## config.mk

```make
export PLATFORM = sky130hd
export DESIGN_NAME = pre_regs
export DESIGN_NICKNAME = d
export VERILOG_FILES = /design/src/verilog/pre_pkg.sv /design/src/verilog/pre_regs.sv /design/src/verilog/pre_serial_slave.sv
export SDC_FILE = /design/constraint.sdc
export NUM_CORES = 1
export LEC_CHECK = 0
export ABC_CLOCK_PERIOD_IN_PS = 4800
export BUFFER_PORTS_ARGS = -buffer_cell sky130_fd_sc_hd__buf_2
export CORE_MARGIN = 5
export CORE_UTILIZATION = 44
export DETAILED_ROUTE_END_ITERATION = 6
export PLACE_DENSITY_LB_ADDON = 0.15
export SKIP_CTS_REPAIR_TIMING = 1
export SYNTH_ARGS = -nofsm -noshare
export SYNTH_HDL_FRONTEND = slang
export SYNTH_SLANG_ARGS = --single-unit
```

## constraint.sdc

```tcl
create_clock -name CLOCK -period 4.8 [get_ports CLOCK]
set_clock_uncertainty 0.05 [all_clocks]
set_input_delay 0.24 -clock CLOCK [delete_from_list [all_inputs] [get_ports CLOCK]]
set_output_delay 0.24 -clock CLOCK [all_outputs]
set_load 0.005 [all_outputs]
```

## src/verilog/pre_pkg.sv

```systemverilog
// Purpose: constants and types shared by the rail enable and configuration register bank
// Assumes: 50 MHz system clock, byte-wide registers reached through a two-wire serial port
// Notes: device address is arbitrary; timing counts derive from the clock rate
package pre_pkg;

  // Arbitrary serial device address
  localparam logic [6:0] PRE_DEV_ADDR = 7'h30;

  localparam logic [7:0] PRE_KEY_OFF = 8'h10;
  localparam logic [7:0] PRE_EN1_OFF = 8'h11;
  localparam logic [7:0] PRE_EN2_OFF = 8'h12;
  localparam logic [7:0] PRE_CFG_OFF = 8'h13;

  localparam logic [7:0] PRE_KEY_RST = 8'h00;
  localparam logic [7:0] PRE_EN1_RST = 8'h00;
  localparam logic [7:0] PRE_EN2_RST = 8'h00;
  localparam logic [7:0] PRE_CFG_RST = 8'h08;

  // Writable bits; reserved bits read zero
  localparam logic [7:0] PRE_EN1_MASK = 8'h3F;
  localparam logic [7:0] PRE_EN2_MASK = 8'h7F;
  localparam logic [7:0] PRE_SEAL_MASK = 8'h30;

  localparam int PRE_SW1_BIT = 1;
  localparam int PRE_OUT1_BIT = 4;
  localparam int PRE_OUT2_BIT = 5;
  localparam int PRE_OUT3_BIT = 6;
  localparam int PRE_TIGHT_BIT = 2;
  localparam int PRE_PGD_LSB = 3;
  localparam int PRE_ROUTE_BIT = 5;
  localparam int PRE_BUF_BIT = 6;
  localparam int PRE_PBT_BIT = 7;

  localparam int PRE_CLK_HZ = 50_000_000;
  localparam int PRE_CLK_KHZ = PRE_CLK_HZ / 1000;
  localparam int PRE_PB_SHORT_S = 8;
  localparam int PRE_PB_LONG_S = 15;
  localparam int PRE_PG_MS0 = 10;
  localparam int PRE_PG_MS1 = 20;
  localparam int PRE_PG_MS2 = 50;
  localparam int PRE_PG_MS3 = 150;
  localparam logic [31:0] PRE_PB_SHORT_CYC = 32'(PRE_PB_SHORT_S * PRE_CLK_HZ);
  localparam logic [31:0] PRE_PB_LONG_CYC = 32'(PRE_PB_LONG_S * PRE_CLK_HZ);
  localparam logic [31:0] PRE_PG0_CYC = 32'(PRE_PG_MS0 * PRE_CLK_KHZ);
  localparam logic [31:0] PRE_PG1_CYC = 32'(PRE_PG_MS1 * PRE_CLK_KHZ);
  localparam logic [31:0] PRE_PG2_CYC = 32'(PRE_PG_MS2 * PRE_CLK_KHZ);
  localparam logic [31:0] PRE_PG3_CYC = 32'(PRE_PG_MS3 * PRE_CLK_KHZ);

  typedef enum logic [8:0] {
    PRE_S_IDLE = 9'h001,
    PRE_S_DEV = 9'h002,
    PRE_S_DACK = 9'h004,
    PRE_S_SUB = 9'h008,
    PRE_S_SACK = 9'h010,
    PRE_S_WR = 9'h020,
    PRE_S_WACK = 9'h040,
    PRE_S_RD = 9'h080,
    PRE_S_RACK = 9'h100
  } pre_ser_state_t;

endpackage

```

## src/verilog/pre_regs.sv

```systemverilog
// Purpose: rail enable, output pin and supervisor configuration register bank
// Assumes: unlock sequence, seal and warm-reset routing bits are kept by neighbouring logic
// Notes: timer lengths are parameters so that simulation can shorten them
`timescale 1ns/1ps
module pre_regs
  import pre_pkg::*;
#(
  parameter logic [31:0] PB_SHORT_CYC = PRE_PB_SHORT_CYC,
  parameter logic [31:0] PB_LONG_CYC = PRE_PB_LONG_CYC,
  parameter logic [31:0] PG0_CYC = PRE_PG0_CYC,
  parameter logic [31:0] PG1_CYC = PRE_PG1_CYC,
  parameter logic [31:0] PG2_CYC = PRE_PG2_CYC,
  parameter logic [31:0] PG3_CYC = PRE_PG3_CYC
)
(
  input wire logic CLOCK,
  input wire logic RST,
  input wire logic SCL,
  input wire logic SDA_IN,
  output logic SDA_OUT,
  output logic SDA_OE,
  output logic KEY_WR_STB,
  output logic [7:0] KEY_WR_DATA,
  input wire logic PW_UNLOCKED,
  input wire logic FACTORY_SEAL,
  input wire logic WARM_RST_ROUTE,
  input wire logic SEQ_LOAD,
  input wire logic [4:0] SEQ_BUCK,
  input wire logic SEQ_SW1,
  input wire logic SEQ_LDO,
  output logic [5:0] BUCK_ON,
  output logic [2:0] SWITCH_ON,
  output logic LINEAR_ON,
  input wire logic OUT1_IN,
  output logic OUT1_OUT,
  output logic OUT1_OE,
  output logic OUT2_OUT,
  output logic OUT2_OE,
  input wire logic OUT3_IN,
  output logic OUT3_OUT,
  output logic OUT3_OE,
  output logic BUCK12_WARM_RESET,
  input wire logic PB_PRESSED,
  output logic PB_RESET,
  input wire logic RAILS_GOOD,
  output logic POWER_GOOD,
  output logic TIGHT_LIMITS,
  output logic OV_MONITOR_EN,
  output logic [1:0] UNDERVOLTAGE_THRESHOLD
);
  logic wr_stb;
  logic [7:0] wr_addr, wr_data, rd_addr, rd_data;
  logic [7:0] en1_q, en1_d, en2_q, en2_d, cfg_q, cfg_d;
  logic o1_oe_q, o2_out_q, o2_oe_q, o3_oe_q, warm_q;
  logic pb_q, pg_q;
  logic [31:0] pb_cnt_q, pg_cnt_q;

  pre_serial_slave u_ser (
    .clk(CLOCK),
    .rst(RST),
    .scl(SCL),
    .sda_in(SDA_IN),
    .sda_oe(SDA_OE),
    .wr_stb(wr_stb),
    .wr_addr(wr_addr),
    .wr_data(wr_data),
    .rd_addr(rd_addr),
    .rd_data(rd_data)
  );

  assign SDA_OUT = 1'b0;
  assign KEY_WR_STB = wr_stb && (wr_addr == PRE_KEY_OFF);
  assign KEY_WR_DATA = wr_data;

  // Read mux; the key register never echoes what was written
  assign rd_data = (rd_addr == PRE_EN1_OFF) ? en1_q :
                   (rd_addr == PRE_EN2_OFF) ? en2_q :
                   (rd_addr == PRE_CFG_OFF) ? cfg_q : PRE_KEY_RST;

  wire wr_ok = wr_stb && PW_UNLOCKED;
  wire wr_en1 = wr_ok && (wr_addr == PRE_EN1_OFF);
  wire wr_en2 = wr_ok && (wr_addr == PRE_EN2_OFF);
  wire wr_cfg = wr_ok && (wr_addr == PRE_CFG_OFF);

  // Sealed backup bucks can be set but not cleared by software
  wire [7:0] keep1 = FACTORY_SEAL ? (en1_q & PRE_SEAL_MASK) : 8'h00;
  wire [7:0] host1 = wr_en1 ? ((wr_data & PRE_EN1_MASK) | keep1) : en1_q;
  wire [7:0] host2 = wr_en2 ? (wr_data & PRE_EN2_MASK) : en2_q;
  // Sequencer wins a same-cycle collision so the readback tracks the real rails
  assign en1_d = SEQ_LOAD ? {host1[7:5], SEQ_BUCK} : host1;
  assign en2_d = SEQ_LOAD ? {host2[7:2], SEQ_SW1, SEQ_LDO} : host2;
  assign cfg_d = wr_cfg ? wr_data : cfg_q;

  always_ff @(posedge CLOCK or posedge RST) begin
    if (RST) begin
      en1_q <= PRE_EN1_RST;
      en2_q <= PRE_EN2_RST;
      cfg_q <= PRE_CFG_RST;
    end else begin
      en1_q <= en1_d;
      en2_q <= en2_d;
      cfg_q <= cfg_d;
    end
  end

  assign BUCK_ON = en1_q[5:0];
  assign SWITCH_ON = en2_q[3:1];
  assign LINEAR_ON = en2_q[0];
  assign TIGHT_LIMITS = cfg_q[PRE_TIGHT_BIT];
  assign OV_MONITOR_EN = cfg_q[PRE_TIGHT_BIT];
  assign UNDERVOLTAGE_THRESHOLD = cfg_q[1:0];

  wire route = cfg_q[PRE_ROUTE_BIT];
  wire pushpull = cfg_q[PRE_BUF_BIT];
  // Pin one level drives pin two when routed
  wire out2_lvl = route ? OUT1_IN : en2_q[PRE_OUT2_BIT];
  wire o1_oe_d = ~route & ~en2_q[PRE_OUT1_BIT];
  wire o2_oe_d = pushpull | ~out2_lvl;
  wire o3_oe_d = ~WARM_RST_ROUTE & ~en2_q[PRE_OUT3_BIT];

  always_ff @(posedge CLOCK or posedge RST) begin
    if (RST) begin
      o1_oe_q <= 1'b0;
      o2_out_q <= 1'b0;
      o2_oe_q <= 1'b0;
      o3_oe_q <= 1'b0;
      warm_q <= 1'b0;
    end else begin
      o1_oe_q <= o1_oe_d;
      o2_out_q <= pushpull & out2_lvl;
      o2_oe_q <= o2_oe_d;
      o3_oe_q <= o3_oe_d;
      warm_q <= WARM_RST_ROUTE & ~OUT3_IN;
    end
  end

  assign OUT1_OUT = 1'b0;
  assign OUT1_OE = o1_oe_q;
  assign OUT2_OUT = o2_out_q;
  assign OUT2_OE = o2_oe_q;
  assign OUT3_OUT = 1'b0;
  assign OUT3_OE = o3_oe_q;
  assign BUCK12_WARM_RESET = warm_q;

  wire [31:0] pb_lim = cfg_q[PRE_PBT_BIT] ? PB_LONG_CYC : PB_SHORT_CYC;
  wire [1:0] pgd = cfg_q[PRE_PGD_LSB +: 2];
  wire [31:0] pg_lim = (pgd == 2'h0) ? PG0_CYC :
                       (pgd == 2'h1) ? PG1_CYC :
                       (pgd == 2'h2) ? PG2_CYC : PG3_CYC;
  wire pb_hit = PB_PRESSED && (pb_cnt_q == pb_lim - 32'h1);
  wire pg_hit = RAILS_GOOD && !pg_q && (pg_cnt_q == pg_lim - 32'h1);

  // One reset pulse per press; a longer hold does not repeat it
  always_ff @(posedge CLOCK or posedge RST) begin
    if (RST) begin
      pb_cnt_q <= 32'h0;
      pb_q <= 1'b0;
    end else begin
      pb_q <= pb_hit;
      if (!PB_PRESSED) begin
        pb_cnt_q <= 32'h0;
      end else if (pb_cnt_q < pb_lim) begin
        pb_cnt_q <= pb_cnt_q + 32'h1;
      end
    end
  end
  assign PB_RESET = pb_q;

  // Rising edge waits out the delay; falling edge passes at once
  always_ff @(posedge CLOCK or posedge RST) begin
    if (RST) begin
      pg_cnt_q <= 32'h0;
      pg_q <= 1'b0;
    end else if (!RAILS_GOOD) begin
      pg_cnt_q <= 32'h0;
      pg_q <= 1'b0;
    end else if (!pg_q) begin
      pg_cnt_q <= pg_cnt_q + 32'h1;
      pg_q <= pg_hit;
    end
  end
  assign POWER_GOOD = pg_q;
endmodule

```

## src/verilog/pre_serial_slave.sv

```systemverilog
// Purpose: two-wire serial target giving byte register access with auto-increment
// Assumes: line levels are synchronous to the clock and change far slower than it
// Notes: writes are subaddress then data bytes; reads continue from the last subaddress
`timescale 1ns/1ps
module pre_serial_slave
  import pre_pkg::*;
(
  input wire logic clk,
  input wire logic rst,
  input wire logic scl,
  input wire logic sda_in,
  output logic sda_oe,
  output logic wr_stb,
  output logic [7:0] wr_addr,
  output logic [7:0] wr_data,
  output logic [7:0] rd_addr,
  input wire logic [7:0] rd_data
);
  pre_ser_state_t state_q;
  logic scl_q, sda_q, rw_q, oe_q, wr_q;
  logic [3:0] cnt_q;
  logic [7:0] sh_q, ptr_q, wa_q, wd_q;

  wire rise = scl & ~scl_q;
  wire fall = ~scl & scl_q;
  wire start = scl & scl_q & sda_q & ~sda_in;
  wire stop = scl & scl_q & ~sda_q & sda_in;
  wire full = (cnt_q == 4'h8);
  wire [7:0] shin = {sh_q[6:0], sda_in};

  assign sda_oe = oe_q;
  assign wr_stb = wr_q;
  assign wr_addr = wa_q;
  assign wr_data = wd_q;
  assign rd_addr = ptr_q;

  always_ff @(posedge clk or posedge rst) begin
    if (rst) begin
      scl_q <= 1'b1;
      sda_q <= 1'b1;
    end else begin
      scl_q <= scl;
      sda_q <= sda_in;
    end
  end

  always_ff @(posedge clk or posedge rst) begin
    if (rst) begin
      state_q <= PRE_S_IDLE;
      cnt_q <= 4'h0;
      sh_q <= 8'h00;
      ptr_q <= 8'h00;
      rw_q <= 1'b0;
      oe_q <= 1'b0;
      wr_q <= 1'b0;
      wa_q <= 8'h00;
      wd_q <= 8'h00;
    end else begin
      wr_q <= 1'b0;
      if (start) begin
        state_q <= PRE_S_DEV;
        cnt_q <= 4'h0;
        oe_q <= 1'b0;
      end else if (stop) begin
        state_q <= PRE_S_IDLE;
        oe_q <= 1'b0;
      end else begin
        case (state_q)
          PRE_S_DEV, PRE_S_SUB, PRE_S_WR: begin
            if (rise && !full) begin
              sh_q <= shin;
              cnt_q <= cnt_q + 4'h1;
            end else if (fall && full) begin
              oe_q <= 1'b1;
              if (state_q == PRE_S_DEV) begin
                // Foreign address: stay silent until the next start
                state_q <= (sh_q[7:1] == PRE_DEV_ADDR) ? PRE_S_DACK : PRE_S_IDLE;
                oe_q <= (sh_q[7:1] == PRE_DEV_ADDR);
                rw_q <= sh_q[0];
              end else if (state_q == PRE_S_SUB) begin
                ptr_q <= sh_q;
                state_q <= PRE_S_SACK;
              end else begin
                wr_q <= 1'b1;
                wa_q <= ptr_q;
                wd_q <= sh_q;
                state_q <= PRE_S_WACK;
              end
            end
          end
          PRE_S_DACK, PRE_S_SACK, PRE_S_WACK, PRE_S_RACK: begin
            if (rise && state_q == PRE_S_RACK) begin
              ptr_q <= ptr_q + 8'h01;
              if (sda_in) begin
                state_q <= PRE_S_IDLE;
              end
            end else if (fall) begin
              cnt_q <= 4'h0;
              if ((state_q == PRE_S_DACK && rw_q) || state_q == PRE_S_RACK) begin
                sh_q <= rd_data;
                oe_q <= ~rd_data[7];
                state_q <= PRE_S_RD;
              end else begin
                oe_q <= 1'b0;
                if (state_q == PRE_S_WACK) begin
                  ptr_q <= ptr_q + 8'h01;
                end
                state_q <= (state_q == PRE_S_DACK) ? PRE_S_SUB : PRE_S_WR;
              end
            end
          end
          PRE_S_RD: begin
            if (rise) begin
              cnt_q <= cnt_q + 4'h1;
            end else if (fall) begin
              if (full) begin
                oe_q <= 1'b0;
                state_q <= PRE_S_RACK;
              end else begin
                sh_q <= {sh_q[6:0], 1'b0};
                oe_q <= ~sh_q[6];
              end
            end
          end
          default: begin
            state_q <= PRE_S_IDLE;
          end
        endcase
      end
    end
  end
endmodule
```

==> flow_summary.yaml <==
global_route:
  track_usage_pct: 18.0
  grt_first_pass_wirelength_um: 32100
  grt_pass1_vias: 6398
  antenna_found_initial: 0
  grt_max_degree: 108
  overflow: 0
timing:
  tightest_slew_ps: 1070
  finalSetupViolCount: 0
  maxSlewViolCount: 0
  rsz0062_at_grt: "false"
  clock.fmax_mhz: 295
  relSlewSlack_pct: 28.6
  whs_ps: -34.2
  fin_setup_tns_ps: 0
  finalCriticalPeriod_ps: 3390
  hold_viol: 9
  finalCritPeriodShare_pct: 70.7
logic_synthesis:
  synth.distinct_cells: 71
  synth_edf_count: 0
  ys_seq_area_share_pct: 44.0
  synth_seq_cells: 142
  synthFlopType: "dfrtp_1"
  synthTopCellsByArea: "dfrtp_1 43%, mux2_2 5.0%, ha_1 4.6%, nand2_1 3.1%, a21oi_1 3.1%"
  postSynthAreaPerCell_um2: 9.80
  synthArstFlopShare_pct: 100
  yosysTopAreaCell: "dfrtp_1"
  yosysWarnings: 0
  yosys.area.top_type_share_pct: 42.7
  syn-instance-count: 825
  synthesis.area_mm2: 0.00809
pwr:
  irDropWorstVdd_mv: 0.265
  leakage_nw: 3.94
  p_total_mw: 2.62
  powerDensity_mw_per_mm2: 287
die:
  core_area_mm2: 0.0180
  row_count: 49
  start_util_pct: 44.9
  fp.dieW_um: 146
  die_area_mm2: 0.0212
  io_pins: 53
  die_h_um: 146
finish:
  multi_input_area_mm2: 0.00426
  antenna_cells: 0
  final_common_cell: "dfrtp_1"
  postLayoutCoreUtil_pct: 50.6
  syn_to_final_growth_pct: 12.8
  regArea_mm2: 0.00356
  fin_nets: 915
  drive_gt1_share_pct: 16.2
  n_fill_cell: 1677
  final_cell_mix: "138 x dfrtp_1, 67 x nand2_1, 50 x a21oi_1"
status:
  violations: "negative hold slack"
  status: "finished with violations"
cts:
  clkSinkCount: 142
  numCtsBuffers: 17
  clockRootBuffer: "clkbuf_16"
  clock_latency_ps: 430
  cts_tree: "done"
  h-tree-depth: 4
  clkTransAtPathRegs_ps: 70
  clk_path_buf_depth: 2
job:
  drv_cap: 0
drt:
  vias: 6565
  routed_wl_um: 19000
  vias_per_cell: 5.93
  firstDrtPassIters: 5
  drt_iter0_markers: 456
  route.detailed.drc: 0
  wire_per_inst_um: 17.2
  final_antenna_net_count: 0
placement:
  dpl.hpwl_um: 13000
  numPortBuffers: 49
  gp_congestion: 0.875
setup_path:
  required_ps: 5060
  worst_ep_arrival_time_ps: 3650
  path_class: "reg -> reg"
  cp-end-kind: "register"
  cp-start-kind: "register"
  path_cells: "or4_1 -> or4b_4 -> o32a_1 -> nor2_1 -> or2_1 -> mux2_1"
  critPathMaxStageDelay_ps: 660
  critPathSlowestCell: "or4_1"
  cp_max_fo: 29
  r2r_cells: 6
worst_hold_path:
  min_path_cells: 3
  hold_path.class: "in -> reg"
-- where the power goes --
group | internal (mW) | total, mW | switching (mW)
registers | 1.21 | 1.22 | 0.0134
clock network | 0.729 | 1.30 | 0.571
logic | 0.0317 | 0.0948 | 0.0630
total | 1.97 | 2.62 | 0.648
-- layer usage --
metal / routed length (um) / global-route usage (%) / up-vias / part of all wire (%)
li1: - / - / 3126 / -
met1: 8900 / 24.3 / 3226 / 47
met2: 9090 / 29.3 / 181 / 48
met3: 676 / 3.21 / 32 / 3.6
met4: 353 / 6.20 / 0 / 1.9
met5: 0 / 0 / - / 0
-- stage by stage --
stage / area [um2] / instances / setup slack [ps]
6_report: 9120 / 1108 / 1410
5_1_grt: 9120 / 1108 / 1260
4_1_cts: 9050 / 1101 / 1460
3_5_place_dp: 8480 / 1069 / 1490
3_3_place_gp: 8480 / 1069 / 1600
2_1_floorplan: 8100 / 827 / 707
-- cell families after synthesis --
family / synth area share [%]
other: 0.0464
muxes: 6.79
buffers and inverters: 3.47
DFF: 44.0
AOI/OAI and AO/OA: 14.7
and+or+nand+nor: 22.1
xor gates and xnor gates: 4.22
adders and majority gates: 4.64
-- worst max-delay path: cells and delay by family, from the launching register on --
family             cells  cell delay (ps)
DFF                    1              480
muxes                  1              340
and+or+nand+nor        4             1840
AOI/OAI and AO/OA      1              540
-- sequential cells by signal, indices dropped and copies added (netlist names), 4 cells and up --
name / count
u_ser.wr_data: 8
u_ser.state_q: 9
u_ser.wr_addr: 8
u_ser.rd_addr: 8
u_ser.sh_q: 8
en2_q: 7
en1_q: 6
u_ser.cnt_q: 4
cfg_q: 8
pb_cnt_q: 32
pg_cnt_q: 32
-- worst paths after layout --
check,from,slack (ps),to
setup / recovery,u_ser.state_q[2]$_DFFE_PP0P_,1410,u_ser.rd_addr[1]$_DFFE_PP0P_
hold / removal,SEQ_BUCK[2],-30,en1_q[2]$_DFFE_PP0P_
setup reg to reg,u_ser.state_q[2]$_DFFE_PP0P_,1410,u_ser.rd_addr[1]$_DFFE_PP0P_
hold reg to reg,en2_q[4]$_DFFE_PP0P_,410,OUT1_OE$_DFF_PP0_
max in group asynchronous,RST,3640,cfg_q[3]$_DFFE_PP1P_
min in group asynchronous,RST,-20,pg_cnt_q[29]$_DFFE_PP0P_
-- synth_stat cells (27+ instances only) --
cell,count
o21ai_0,39
nand2_1,67
nand3_1,41
mux2_2,36
nor2_1,38
and2_1,33
ha_1,30
a21oi_1,50
clkbuf_1,29
o31ai_1,30
dfrtp_1,138
or4_1,27
-- area by class of cell --
| cell class | instances | area share, % |
|---|---|---|
| Tap cell | 229 | 3.14 |
| Timing Repair Buffer | 63 | 4.03 |
| Clock inverter | 15 | 1.66 |
| Clock buffer | 17 | 4.66 |
| Multi-Input combinational cell | 624 | 46.7 |
| Sequential cell | 142 | 39.0 |
| Inverter | 18 | 0.796 |
No activity file was read; power rests on OpenSTA's default activity.
